`src/pkg/pxirq_pkg.sv`:
```
/*
  constants and carrier types of the pin interrupt and delivery unit.
  assumes a 32-bit register port with byte addresses and one clock.
*/
package pxirq_pkg;
  // table geometry and fixed routing
  localparam int NUM_PINS = 16;
  localparam int NUM_ENT  = 24;
  localparam int HP_ENT   = 23;
  localparam int VW_FIRST = 16;
  localparam int VW_LAST  = 22;
  localparam int SYNC_W   = 18;

  // register byte offsets
  localparam logic [8:0] OFS_CTRL     = 9'h000;
  localparam logic [8:0] OFS_STAT     = 9'h004;
  localparam logic [8:0] OFS_WIN_BASE = 9'h008;
  localparam logic [8:0] OFS_WIN_LIM  = 9'h00C;
  localparam logic [8:0] OFS_TBL      = 9'h100;

  // low word field positions of a table entry, then window and control bits
  localparam int BIT_DMODE = 11;
  localparam int BIT_STAT  = 12;
  localparam int BIT_POL   = 13;
  localparam int BIT_PEND  = 14;
  localparam int BIT_TRIG  = 15;
  localparam int BIT_MASK  = 16;
  localparam int BIT_WIN   = 20;
  localparam int BIT_APIC  = 0;

  // message formatting
  localparam logic [11:0] MSG_ADDR_TOP = 12'hFEE;
  localparam logic [2:0]  DLV_LOWPRI   = 3'h1;

  // values after reset; base above limit leaves the window empty, so every write goes up
  localparam logic [11:0] WIN_BASE_RST = 12'hFFF;
  localparam logic [11:0] WIN_LIM_RST  = 12'h000;
  localparam logic        APIC_EN_RST  = 1'b0;

  typedef struct packed {
    logic [7:0] dest;
    logic [7:0] edest;
    logic       mask;
    logic       trig;
    logic       pol;
    logic       dmode;
    logic [2:0] dlv;
    logic [7:0] vec;
  } pxirq_entry_s;

  localparam pxirq_entry_s ENT_RST = '{dest: 8'h00, edest: 8'h00, mask: 1'b1,
    trig: 1'b0, pol: 1'b0, dmode: 1'b0, dlv: 3'h0, vec: 8'h00};

  typedef struct packed {
    logic [31:0] addr;
    logic [31:0] data;
  } pxirq_mwr_s;

  typedef struct packed {
    logic       assrt;
    logic [1:0] line;
  } pxirq_intx_s;
endpackage

```
`src/verilog/pxirq_ctrl.sv`:
```
/*
  pin interrupt unit: pin capture, redirection table, message delivery,
  legacy virtual-wire messages and end-of-interrupt handling.
  assumes a register master on ref_clk and upstream sinks with ready.
*/
// Notes on behaviour
// - sixteen pins, edge or level, either polarity
// - synchronise pins, deliver only when unmasked
// - pins feed table entries 15 to 0
// - hot-plug interrupt fixed to entry 23
// - other entries only via virtual wires
// - memory writes outside the window pass upstream unmodified
// - masked inputs make legacy messages, unmasked not
// - assert message on rising or of inputs
// - deassert message on falling or of inputs
// - pins grouped modulo four onto four lines
// - no posted buffer flush on interrupt
// - end-of-interrupt clears every vector-matching pending
// - end-of-interrupt never goes to parallel bus
// - request flag causes upstream memory write
// - address top FEE, destination fields, low zero
// - hint set only for lowest priority mode
// - address bit two is destination mode
// - data built from entry fields, rest zero
// - status one for edge, level follows input
`timescale 1ns/1ps
module pxirq_ctrl (
  input  wire logic                   ref_clk,
  input  wire logic                   sys_rst,
  input  wire logic [8:0]             reg_addr,
  input  wire logic [31:0]            reg_wdata,
  input  wire logic                   reg_wr,
  input  wire logic                   reg_rd,
  output logic      [31:0]            reg_rdata,
  input  wire logic [15:0]            bus_irq_pins,
  input  wire logic                   hotplug_irq_a,
  input  wire logic                   hotplug_irq_b,
  input  wire logic [3:0]             peer_intx,
  input  wire logic                   vw_valid,
  input  wire logic [4:0]             vw_entry,
  input  wire logic                   vw_level,
  input  wire logic                   eoi_valid,
  input  wire logic [7:0]             eoi_vector,
  input  wire logic                   bus_wr_valid,
  input  wire pxirq_pkg::pxirq_mwr_s   bus_wr,
  output logic                        bus_wr_ready,
  output logic                        up_valid,
  output pxirq_pkg::pxirq_mwr_s        up_msg,
  input  wire logic                   up_ready,
  output logic                        intx_valid,
  output pxirq_pkg::pxirq_intx_s       intx_msg,
  input  wire logic                   intx_ready
);
  localparam int NE = pxirq_pkg::NUM_ENT;

  pxirq_pkg::pxirq_entry_s tbl_reg [NE];
  logic [pxirq_pkg::SYNC_W-1:0] sync_w;
  logic [NE-1:0] raw_lvl;
  logic [NE-1:0] lvl;
  logic [NE-1:0] prev_reg;
  logic [NE-1:0] req_reg;
  logic [NE-1:0] kind_reg;
  logic [NE-1:0] pend_reg;
  logic [NE-1:0] vw_lvl_reg;
  logic [NE-1:0] grant;
  logic [NE-1:0] pend_set;
  logic          apic_en_reg;
  logic [11:0]   win_base_reg;
  logic [11:0]   win_lim_reg;
  logic [4:0]    sel_idx;
  logic          sel_valid;
  logic          take_bus;
  logic          fwd_bus;
  logic          load_ent;
  logic [3:0]    line_lvl;
  logic [3:0]    sent_reg;
  logic [1:0]    chg_idx;
  logic          chg_any;
  logic          ent_hit;
  logic [4:0]    ent_idx;
  logic [31:0]   ent_lo;
  logic [31:0]   ent_hi;

  // pins and both hot-plug sides pass the synchroniser bank
  pxirq_sync #(
    .WIDTH (pxirq_pkg::SYNC_W)
  ) u_sync (
    .ref_clk  (ref_clk),
    .sys_rst  (sys_rst),
    .async_in ({hotplug_irq_b, hotplug_irq_a, bus_irq_pins}),
    .sync_out (sync_w)
  );

  // raw levels per entry: pins low, hot-plug at the top
  always_comb begin
    raw_lvl = vw_lvl_reg;
    raw_lvl[pxirq_pkg::NUM_PINS-1:0] = sync_w[pxirq_pkg::NUM_PINS-1:0];
    raw_lvl[pxirq_pkg::HP_ENT] = sync_w[pxirq_pkg::NUM_PINS];
  end

  // virtual wires may only reach the entries with no pin behind them
  always_ff @(posedge ref_clk) begin
    if (sys_rst) begin
      vw_lvl_reg <= '0;
    end else if (vw_valid && vw_entry >= 5'(pxirq_pkg::VW_FIRST)
                 && vw_entry <= 5'(pxirq_pkg::VW_LAST)) begin
      vw_lvl_reg[vw_entry] <= vw_level;
    end
  end

  // per-entry trigger logic, request and pending flags
  genvar g;
  generate
    for (g = 0; g < NE; g++) begin : g_ent
      logic rise;
      logic fall;
      logic set_a;
      logic set_d;
      localparam bit IS_VW = (g >= pxirq_pkg::VW_FIRST) && (g <= pxirq_pkg::VW_LAST);
      // for pin and hot-plug entries polarity is folded in before edges or levels are looked at
      assign lvl[g]  = IS_VW ? vw_lvl_reg[g] : (raw_lvl[g] ^ tbl_reg[g].pol);
      assign rise    = lvl[g] && !prev_reg[g];
      assign fall    = !lvl[g] && prev_reg[g];
      // edge mode sends assertion only; level mode waits for the pending flag
      assign set_a   = !tbl_reg[g].mask && (tbl_reg[g].trig ?
                       (lvl[g] && !pend_reg[g] && !req_reg[g]) : rise);
      assign set_d   = !tbl_reg[g].mask && tbl_reg[g].trig && fall && !req_reg[g];
      assign pend_set[g] = grant[g] && tbl_reg[g].trig && kind_reg[g];

      always_ff @(posedge ref_clk) begin
        if (sys_rst) begin
          prev_reg[g] <= 1'b0;
        end else begin
          prev_reg[g] <= lvl[g];
        end
      end

      // a new event beats the grant that clears the flag
      always_ff @(posedge ref_clk) begin
        if (sys_rst) begin
          req_reg[g]  <= 1'b0;
          kind_reg[g] <= 1'b0;
        end else if (set_a || set_d) begin
          req_reg[g]  <= 1'b1;
          kind_reg[g] <= set_a;
        end else if (grant[g]) begin
          req_reg[g]  <= 1'b0;
        end
      end

      // end of interrupt clears all matching entries, a new delivery wins
      always_ff @(posedge ref_clk) begin
        if (sys_rst) begin
          pend_reg[g] <= 1'b0;
        end else if (pend_set[g]) begin
          pend_reg[g] <= 1'b1;
        end else if (eoi_valid && eoi_vector == tbl_reg[g].vec) begin
          pend_reg[g] <= 1'b0;
        end
      end
    end
  endgenerate

  // lowest index request wins; fixed priority keeps the arbiter tiny
  always_comb begin
    sel_idx   = 5'h00;
    sel_valid = 1'b0;
    for (int i = NE - 1; i >= 0; i--) begin
      if (req_reg[i]) begin
        sel_idx   = 5'(i);
        sel_valid = 1'b1;
      end
    end
  end

  // inbound writes outside the bridge window go up untouched and first
  assign take_bus = bus_wr_valid && bus_wr_ready;
  assign fwd_bus  = take_bus && ((bus_wr.addr[31:20] < win_base_reg)
                    || (bus_wr.addr[31:20] > win_lim_reg));
  assign load_ent = sel_valid && apic_en_reg && bus_wr_ready && !take_bus;

  always_comb begin
    grant = '0;
    if (load_ent) begin
      grant[sel_idx] = 1'b1;
    end
  end

  pxirq_msg u_msg (
    .ref_clk   (ref_clk),
    .sys_rst   (sys_rst),
    .load_ent  (load_ent),
    .load_raw  (fwd_bus),
    .ent       (tbl_reg[sel_idx]),
    .kind      (kind_reg[sel_idx]),
    .raw       (bus_wr),
    .out_valid (up_valid),
    .out_msg   (up_msg),
    .out_ready (up_ready),
    .idle      (bus_wr_ready)
  );

  // legacy lines: masked inputs only, pins grouped modulo four, hot-plug sides on lines 0 and 1, peer side or'ed
  always_comb begin
    line_lvl = peer_intx;
    for (int i = 0; i < pxirq_pkg::NUM_PINS; i++) begin
      if (tbl_reg[i].mask) begin
        line_lvl[i % 4] = line_lvl[i % 4] | lvl[i];
      end
    end
    if (tbl_reg[pxirq_pkg::HP_ENT].mask) begin
      line_lvl[0] = line_lvl[0] | lvl[pxirq_pkg::HP_ENT];
      line_lvl[1] = line_lvl[1] | (sync_w[pxirq_pkg::NUM_PINS+1]
                    ^ tbl_reg[pxirq_pkg::HP_ENT].pol);
    end
  end

  // first line whose reported state differs from its level
  always_comb begin
    chg_idx = 2'h0;
    chg_any = 1'b0;
    for (int k = 3; k >= 0; k--) begin
      if (line_lvl[k] != sent_reg[k]) begin
        chg_idx = 2'(k);
        chg_any = 1'b1;
      end
    end
  end

  // assert and deassert follow edges of each line; a pulse that ends while
  // an earlier message still waits for ready is never reported, because the reported state is compared, not the edge itself
  always_ff @(posedge ref_clk) begin
    if (sys_rst) begin
      intx_valid <= 1'b0;
      intx_msg   <= '0;
      sent_reg   <= '0;
    end else if (!intx_valid && chg_any) begin
      intx_valid         <= 1'b1;
      intx_msg.line      <= chg_idx;
      intx_msg.assrt     <= line_lvl[chg_idx];
      sent_reg[chg_idx]  <= line_lvl[chg_idx];
    end else if (intx_valid && intx_ready) begin
      intx_valid <= 1'b0;
    end
  end

  // register decode of the table area
  assign ent_idx = reg_addr[7:3];
  assign ent_hit = reg_addr[8] && (ent_idx < 5'(NE)) && (reg_addr[1:0] == 2'b00);

  // control and window registers written by software
  always_ff @(posedge ref_clk) begin
    if (sys_rst) begin
      apic_en_reg  <= pxirq_pkg::APIC_EN_RST;
      win_base_reg <= pxirq_pkg::WIN_BASE_RST;
      win_lim_reg  <= pxirq_pkg::WIN_LIM_RST;
    end else if (reg_wr) begin
      case (reg_addr)
        pxirq_pkg::OFS_CTRL:     apic_en_reg  <= reg_wdata[pxirq_pkg::BIT_APIC];
        pxirq_pkg::OFS_WIN_BASE: win_base_reg <= reg_wdata[31:pxirq_pkg::BIT_WIN];
        pxirq_pkg::OFS_WIN_LIM:  win_lim_reg  <= reg_wdata[31:pxirq_pkg::BIT_WIN];
        default: ;
      endcase
    end
  end

  // table writes; status and pending bits are read-only views
  always_ff @(posedge ref_clk) begin
    if (sys_rst) begin
      for (int i = 0; i < NE; i++) begin
        tbl_reg[i] <= pxirq_pkg::ENT_RST;
      end
    end else if (reg_wr && ent_hit) begin
      if (reg_addr[2]) begin
        tbl_reg[ent_idx].dest  <= reg_wdata[31:24];
        tbl_reg[ent_idx].edest <= reg_wdata[23:16];
      end else begin
        tbl_reg[ent_idx].vec   <= reg_wdata[7:0];
        tbl_reg[ent_idx].dlv   <= reg_wdata[10:8];
        tbl_reg[ent_idx].dmode <= reg_wdata[pxirq_pkg::BIT_DMODE];
        tbl_reg[ent_idx].pol   <= reg_wdata[pxirq_pkg::BIT_POL];
        tbl_reg[ent_idx].trig  <= reg_wdata[pxirq_pkg::BIT_TRIG];
        tbl_reg[ent_idx].mask  <= reg_wdata[pxirq_pkg::BIT_MASK];
      end
    end
  end

  // read word views of the selected entry
  always_comb begin
    ent_lo = 32'h0000_0000;
    ent_lo[7:0]  = tbl_reg[ent_idx].vec;
    ent_lo[10:8] = tbl_reg[ent_idx].dlv;
    ent_lo[pxirq_pkg::BIT_DMODE] = tbl_reg[ent_idx].dmode;
    ent_lo[pxirq_pkg::BIT_STAT]  = req_reg[ent_idx];
    ent_lo[pxirq_pkg::BIT_POL]   = tbl_reg[ent_idx].pol;
    ent_lo[pxirq_pkg::BIT_PEND]  = pend_reg[ent_idx];
    ent_lo[pxirq_pkg::BIT_TRIG]  = tbl_reg[ent_idx].trig;
    ent_lo[pxirq_pkg::BIT_MASK]  = tbl_reg[ent_idx].mask;
    ent_hi = {tbl_reg[ent_idx].dest, tbl_reg[ent_idx].edest, 16'h0000};
  end

  // read data one cycle after the strobe; unmapped reads give zero
  always_ff @(posedge ref_clk) begin
    if (sys_rst) begin
      reg_rdata <= 32'h0000_0000;
    end else if (reg_rd) begin
      if (ent_hit) begin
        reg_rdata <= reg_addr[2] ? ent_hi : ent_lo;
      end else begin
        case (reg_addr)
          pxirq_pkg::OFS_CTRL:     reg_rdata <= {31'h0000_0000, apic_en_reg};
          pxirq_pkg::OFS_STAT:     reg_rdata <= {23'h00_0000, up_valid, sent_reg, line_lvl};
          pxirq_pkg::OFS_WIN_BASE: reg_rdata <= {win_base_reg, 20'h0_0000};
          pxirq_pkg::OFS_WIN_LIM:  reg_rdata <= {win_lim_reg, 20'h0_0000};
          default:                 reg_rdata <= 32'h0000_0000;
        endcase
      end
    end else begin
      reg_rdata <= 32'h0000_0000;
    end
  end
endmodule

```
`src/verilog/pxirq_sync.sv`:
```
/*
  two-flop synchroniser bank for the interrupt pins.
  assumes the inputs may change at any time relative to ref_clk.
*/
`timescale 1ns/1ps
module pxirq_sync #(
  parameter int WIDTH = 18
) (
  input  wire logic             ref_clk,
  input  wire logic             sys_rst,
  input  wire logic [WIDTH-1:0] async_in,
  output logic      [WIDTH-1:0] sync_out
);
  genvar g;
  generate
    for (g = 0; g < WIDTH; g++) begin : g_bit
      logic meta_reg;
      // first stage feeds only the second stage
      always_ff @(posedge ref_clk) begin
        if (sys_rst) begin
          meta_reg    <= 1'b0;
          sync_out[g] <= 1'b0;
        end else begin
          meta_reg    <= async_in[g];
          sync_out[g] <= meta_reg;
        end
      end
    end
  endgenerate
endmodule

```
`src/verilog/pxirq_msg.sv`:
```
/*
  upstream memory-write output stage and message formatter.
  assumes the caller loads only while idle is high.
*/
`timescale 1ns/1ps
module pxirq_msg (
  input  wire logic                   ref_clk,
  input  wire logic                   sys_rst,
  input  wire logic                   load_ent,
  input  wire logic                   load_raw,
  input  wire pxirq_pkg::pxirq_entry_s ent,
  input  wire logic                   kind,
  input  wire pxirq_pkg::pxirq_mwr_s   raw,
  output logic                        out_valid,
  output pxirq_pkg::pxirq_mwr_s        out_msg,
  input  wire logic                   out_ready,
  output logic                        idle
);
  logic                 raw_reg;
  logic                 hint;
  pxirq_pkg::pxirq_mwr_s fmt;

  // address and data of an interrupt message from its entry
  always_comb begin
    hint      = (ent.dlv == pxirq_pkg::DLV_LOWPRI);
    fmt.addr  = {pxirq_pkg::MSG_ADDR_TOP, ent.dest, ent.edest, hint, ent.dmode, 2'b00};
    fmt.data  = {16'h0000, ent.trig, (ent.trig ? kind : 1'b1), 2'b00,
                 ent.dmode, ent.dlv, ent.vec};
  end

  // one message held until the upstream side takes it
  always_ff @(posedge ref_clk) begin
    if (sys_rst) begin
      out_valid <= 1'b0;
      idle      <= 1'b1;
      raw_reg   <= 1'b0;
      out_msg   <= '0;
    end else if (idle && (load_ent || load_raw)) begin
      out_valid <= 1'b1;
      idle      <= 1'b0;
      raw_reg   <= load_raw;
      out_msg   <= load_raw ? raw : fmt;
    end else if (out_valid && out_ready) begin
      out_valid <= 1'b0;
      idle      <= 1'b1;
    end
  end
endmodule

```
`config.mk`:
```
export PLATFORM = sky130hd
export DESIGN_NAME = pxirq_ctrl
export DESIGN_NICKNAME = d
export VERILOG_FILES = /design/src/pkg/pxirq_pkg.sv /design/src/verilog/pxirq_ctrl.sv /design/src/verilog/pxirq_sync.sv /design/src/verilog/pxirq_msg.sv
export SDC_FILE = /design/constraint.sdc
export NUM_CORES = 2
export LEC_CHECK = 0
export BUFFER_PORTS_ARGS = -buffer_cell sky130_fd_sc_hd__buf_2
export CAP_MARGIN = 0
export CORE_UTILIZATION = 60
export DETAILED_ROUTE_END_ITERATION = 8
export MAX_ROUTING_LAYER = met4
export PLACE_DENSITY = 0.75
export SLEW_MARGIN = 20
export SYNTH_ARGS = -nofsm -noshare
export SYNTH_HDL_FRONTEND = slang
export SYNTH_SLANG_ARGS = --single-unit
```
`constraint.sdc`:
```
create_clock -name ref_clk -period 5.3 [get_ports ref_clk]
set_clock_uncertainty 0.1 [all_clocks]
set_input_delay 1.59 -clock ref_clk [delete_from_list [all_inputs] [get_ports ref_clk]]
set_output_delay 1.59 -clock ref_clk [all_outputs]
set_load 0.005 [all_outputs]
```
==> flow_metrics.py <==
metrics = {
    "timing": {
        "finalHoldViolations": 0,
        "layout_min_cycle_time_ps": 4780,
        "finalSetupViolations": 0,
        "maxSlewHeadroom_pct": 16.1,
        "setup_tns_ps": 0,
        "worst_pin_slew_ps": 1250,
        "fin_crit_sh_pct": 90.2,
        "fmax_mhz": 209,
        "rsz0062_at_grt": "false",
        "drv_slew": 0,
    },
    "die": {
        "die_w_um": 324,
        "dieHeight_um": 324,
        "die-area_mm2": 0.105,
        "fp.coreArea_mm2": 0.102,
        "io_pins": 252,
        "rows": 117,
        "start_util_pct": 60.9,
    },
    "power": {
        "pwr-share-seq_pct": 44.1,
        "cell_internal_pwr_mw": 18.4,
        "vdd_drop_max_mv": 0.293,
        "pwr_density_cell_mw_per_mm2": 373,
        "switching_share_pct": 30.3,
        "finalPower_mw": 26.4,
        "comb_power_share_pct": 20.1,
        "p_sw_mw": 8.01,
        "p_clk_share_pct": 35.8,
        "p_leak_nw": 25.5,
    },
    "finish": {
        "area_growth_pct": 13.6,
        "drive_gt1_share_pct": 18.5,
        "final_cell_mix": "edfxtp_1, and2_1, nand2_1",
        "final_nets": 5580,
        "fin_cells": 6906,
        "utilization_pct": 69.1,
        "final_common_cell": "edfxtp_1",
        "largest_register_ff_count": 992,
    },
    "grt": {
        "grt_pass1_vias": 44400,
        "grt_first_pass_wirelength_um": 313000,
        "grt_util_met1_pct": 57.7,
        "use_met2_pct": 58.3,
        "grt_busiest_layer": "met2",
        "grt_util_met3_pct": 19.1,
        "grt_max_degree": 159,
        "grt_use_total_pct": 43.6,
        "gr-total-overflow": 0,
        "antenna_found_initial": 25,
    },
    "critical_path": {
        "cp-start-kind": "primary input",
        "critPathMostFrequentCell": "nor3_1",
        "required_ps": 5830,
        "worst_setup_path_end_kind": "register",
        "path_class": "in2reg",
        "critical_path.slowest_cell": "nor3_1",
        "cpPeakStageDelay_ps": 980,
        "cp.arrival_ps": 5310,
        "crit_path_cell_trace": "buf_2 > ha_1 > a21o_1 > a2111oi_0 > o21ai_0 > a21oi_1 > a32o_4 > nor3_1 > nor3_1 > o31a_1",
        "critical_path_buf_inv_count": 1,
        "r2r_setup_slack_ps": 660,
        "critPathMaxFanout": 19,
        "critical-path-top-delay-family": "compound AO/OA/AOI/OAI gates",
    },
    "drt": {
        "drtAntennaViolNets": 0,
        "wirelength_um": 223000,
        "drt_iter0_drc": 8578,
        "vias_per_cell": 6.91,
        "dr_total_vias": 47700,
        "drt_drc_violations_left": 0,
        "wl_per_cell_um": 32.3,
        "first_pass_iters": 9,
    },
    "synth": {
        "synthCells": 5002,
        "syn_avg_cell_area_um2": 12.5,
        "ys_seq_elements": 1262,
        "synth-edff-count": 992,
        "synth-seq-area-share_pct": 56.5,
        "synthFlopType": "edfxtp_1",
        "synthArstFlopShare_pct": 0,
        "synth_warnings": 0,
        "netlist_area_mm2": 0.0623,
        "ys_types": 79,
    },
    "worst_hold_path": {
        "hp-class": "reg2reg",
    },
    "cts": {
        "cts.sink_count": 1262,
        "htreeDepth": 4,
        "clk_pin_slew_ps": 70,
        "root_buffer": "clkbuf_16",
        "post_cts_buffers": 0,
        "cts_hold_buffers": 0,
        "cts_tree": "yes",
        "numCtsBuffers": 135,
        "cts_buffer_depth": 3,
        "worstSkewPairLatency_ps": 770,
        "post_cts_resized": 0,
    },
    "place": {
        "hpwl_um": 153000,
        "placed_cells": 6638,
        "gp_congestion": 1.06,
        "portBuffers": 249,
    },
    "run": {
        "max_cap_viol_count": 0,
    },
    "run_status": {
        "status": "complete, no violations",
    },
}
==> worst reg2reg max path: stages, from the launching register on <==
cell and delay, ps:
dfxtp_1 400, nor4_1 390, o31ai_1 130, a311oi_1 470
or4_1 560, and2_4 780, buf_4 700, a22o_1 240
a221o_1 230, a222oi_1 190, a221oi_1 340
==> power by group through the flow <==
stage                     registers [mW]  clock network [mW]  logic [mW]
final                               11.7                9.45        5.31
after global routing                11.7                9.82        5.39
after CTS                           11.6                9.46        5.02
after detailed placement            11.8                   0        4.99
after global placement              11.8                   0        4.96
after floorplan                     11.7                   0        2.86
==> cell type report <==
| type | instances | area, um^2 |
|---|---|---|
| clock buffer | 188 | 3850 |
| clock inverter | 58 | 518 |
| antenna | 22 | 55.1 |
| timing repair buffer | 447 | 2990 |
| inverter | 58 | 218 |
| sequential | 1262 | 35200 |
| tap | 1368 | 1710 |
| multi-input combinational | 3503 | 26200 |
| fill | 7410 | 31600 |
==> per-stage QoR <==
stage          area [um^2]  hold slack (ps)  setup WS [ps]
2_1_floorplan        63200              314           1030
3_3_place_gp         66300              320            145
3_5_place_dp         66300              325            187
4_1_cts              70700              341            953
5_1_grt              70700              366            581
6_report             70800              336            518
==> logic make-up (layout without fill, tap and decap cells) <==
logic type,Yosys count,count (layout),synth area share [%]
flip-flops,1262,1262,56.5
other,1,270,0.00602
AND/OR/NAND/NOR,1750,1750,15.4
AO/OA/AOI/OAI,940,940,11.0
XOR/XNOR,217,217,3.05
adder cells (fa/ha/maj),23,23,0.462
buffers and inverters,484,751,3.09
multiplexers,325,325,10.5
==> synth_stat cells (all sizes together), types with 52 or more instances <==
cell	instances	area [um^2]
edfxtp	992	29800
and2	730	4570
clkbuf	311	1170
nand2	291	1090
dfxtp	270	5410
mux4	260	5860
nor2	194	738
a22oi	189	1420
a21oi	173	866
xor2	156	1370
nand3	135	676
buf	115	541
a221oi	104	948
a31oi	71	444
nor3	63	315
o21ai	63	319
xnor2	61	534
nor2b	60	375
inv	58	218
a22o	56	490
or2	55	344
mux2i	53	531
o22ai	52	325
==> metal layers <==
layer / wire length, um / share of wire [%]
met3: 39300 / 18
met2: 91900 / 41
met5: 0 / 0
met1: 82100 / 37
met4: 9750 / 4.4
==> worst paths after layout <==
path | startpoint | endpoint | cells after the start
setup / recovery | bus_wr[56] | u_msg.out_msg[0]$_SDFFE_PP0P_ | 10
setup reg to reg | req_reg[6]$_SDFFE_PP0P_ | u_msg.out_msg[39]$_SDFFE_PP0P_ | 10
hold reg to reg | u_sync.g_bit[5].meta_reg$_SDFF_PP0_ | u_sync.sync_out[5]$_SDFF_PP0_ | 1
hold / removal | u_sync.g_bit[5].meta_reg$_SDFF_PP0_ | u_sync.sync_out[5]$_SDFF_PP0_ | 1
(Power assumes the default switching activity.)
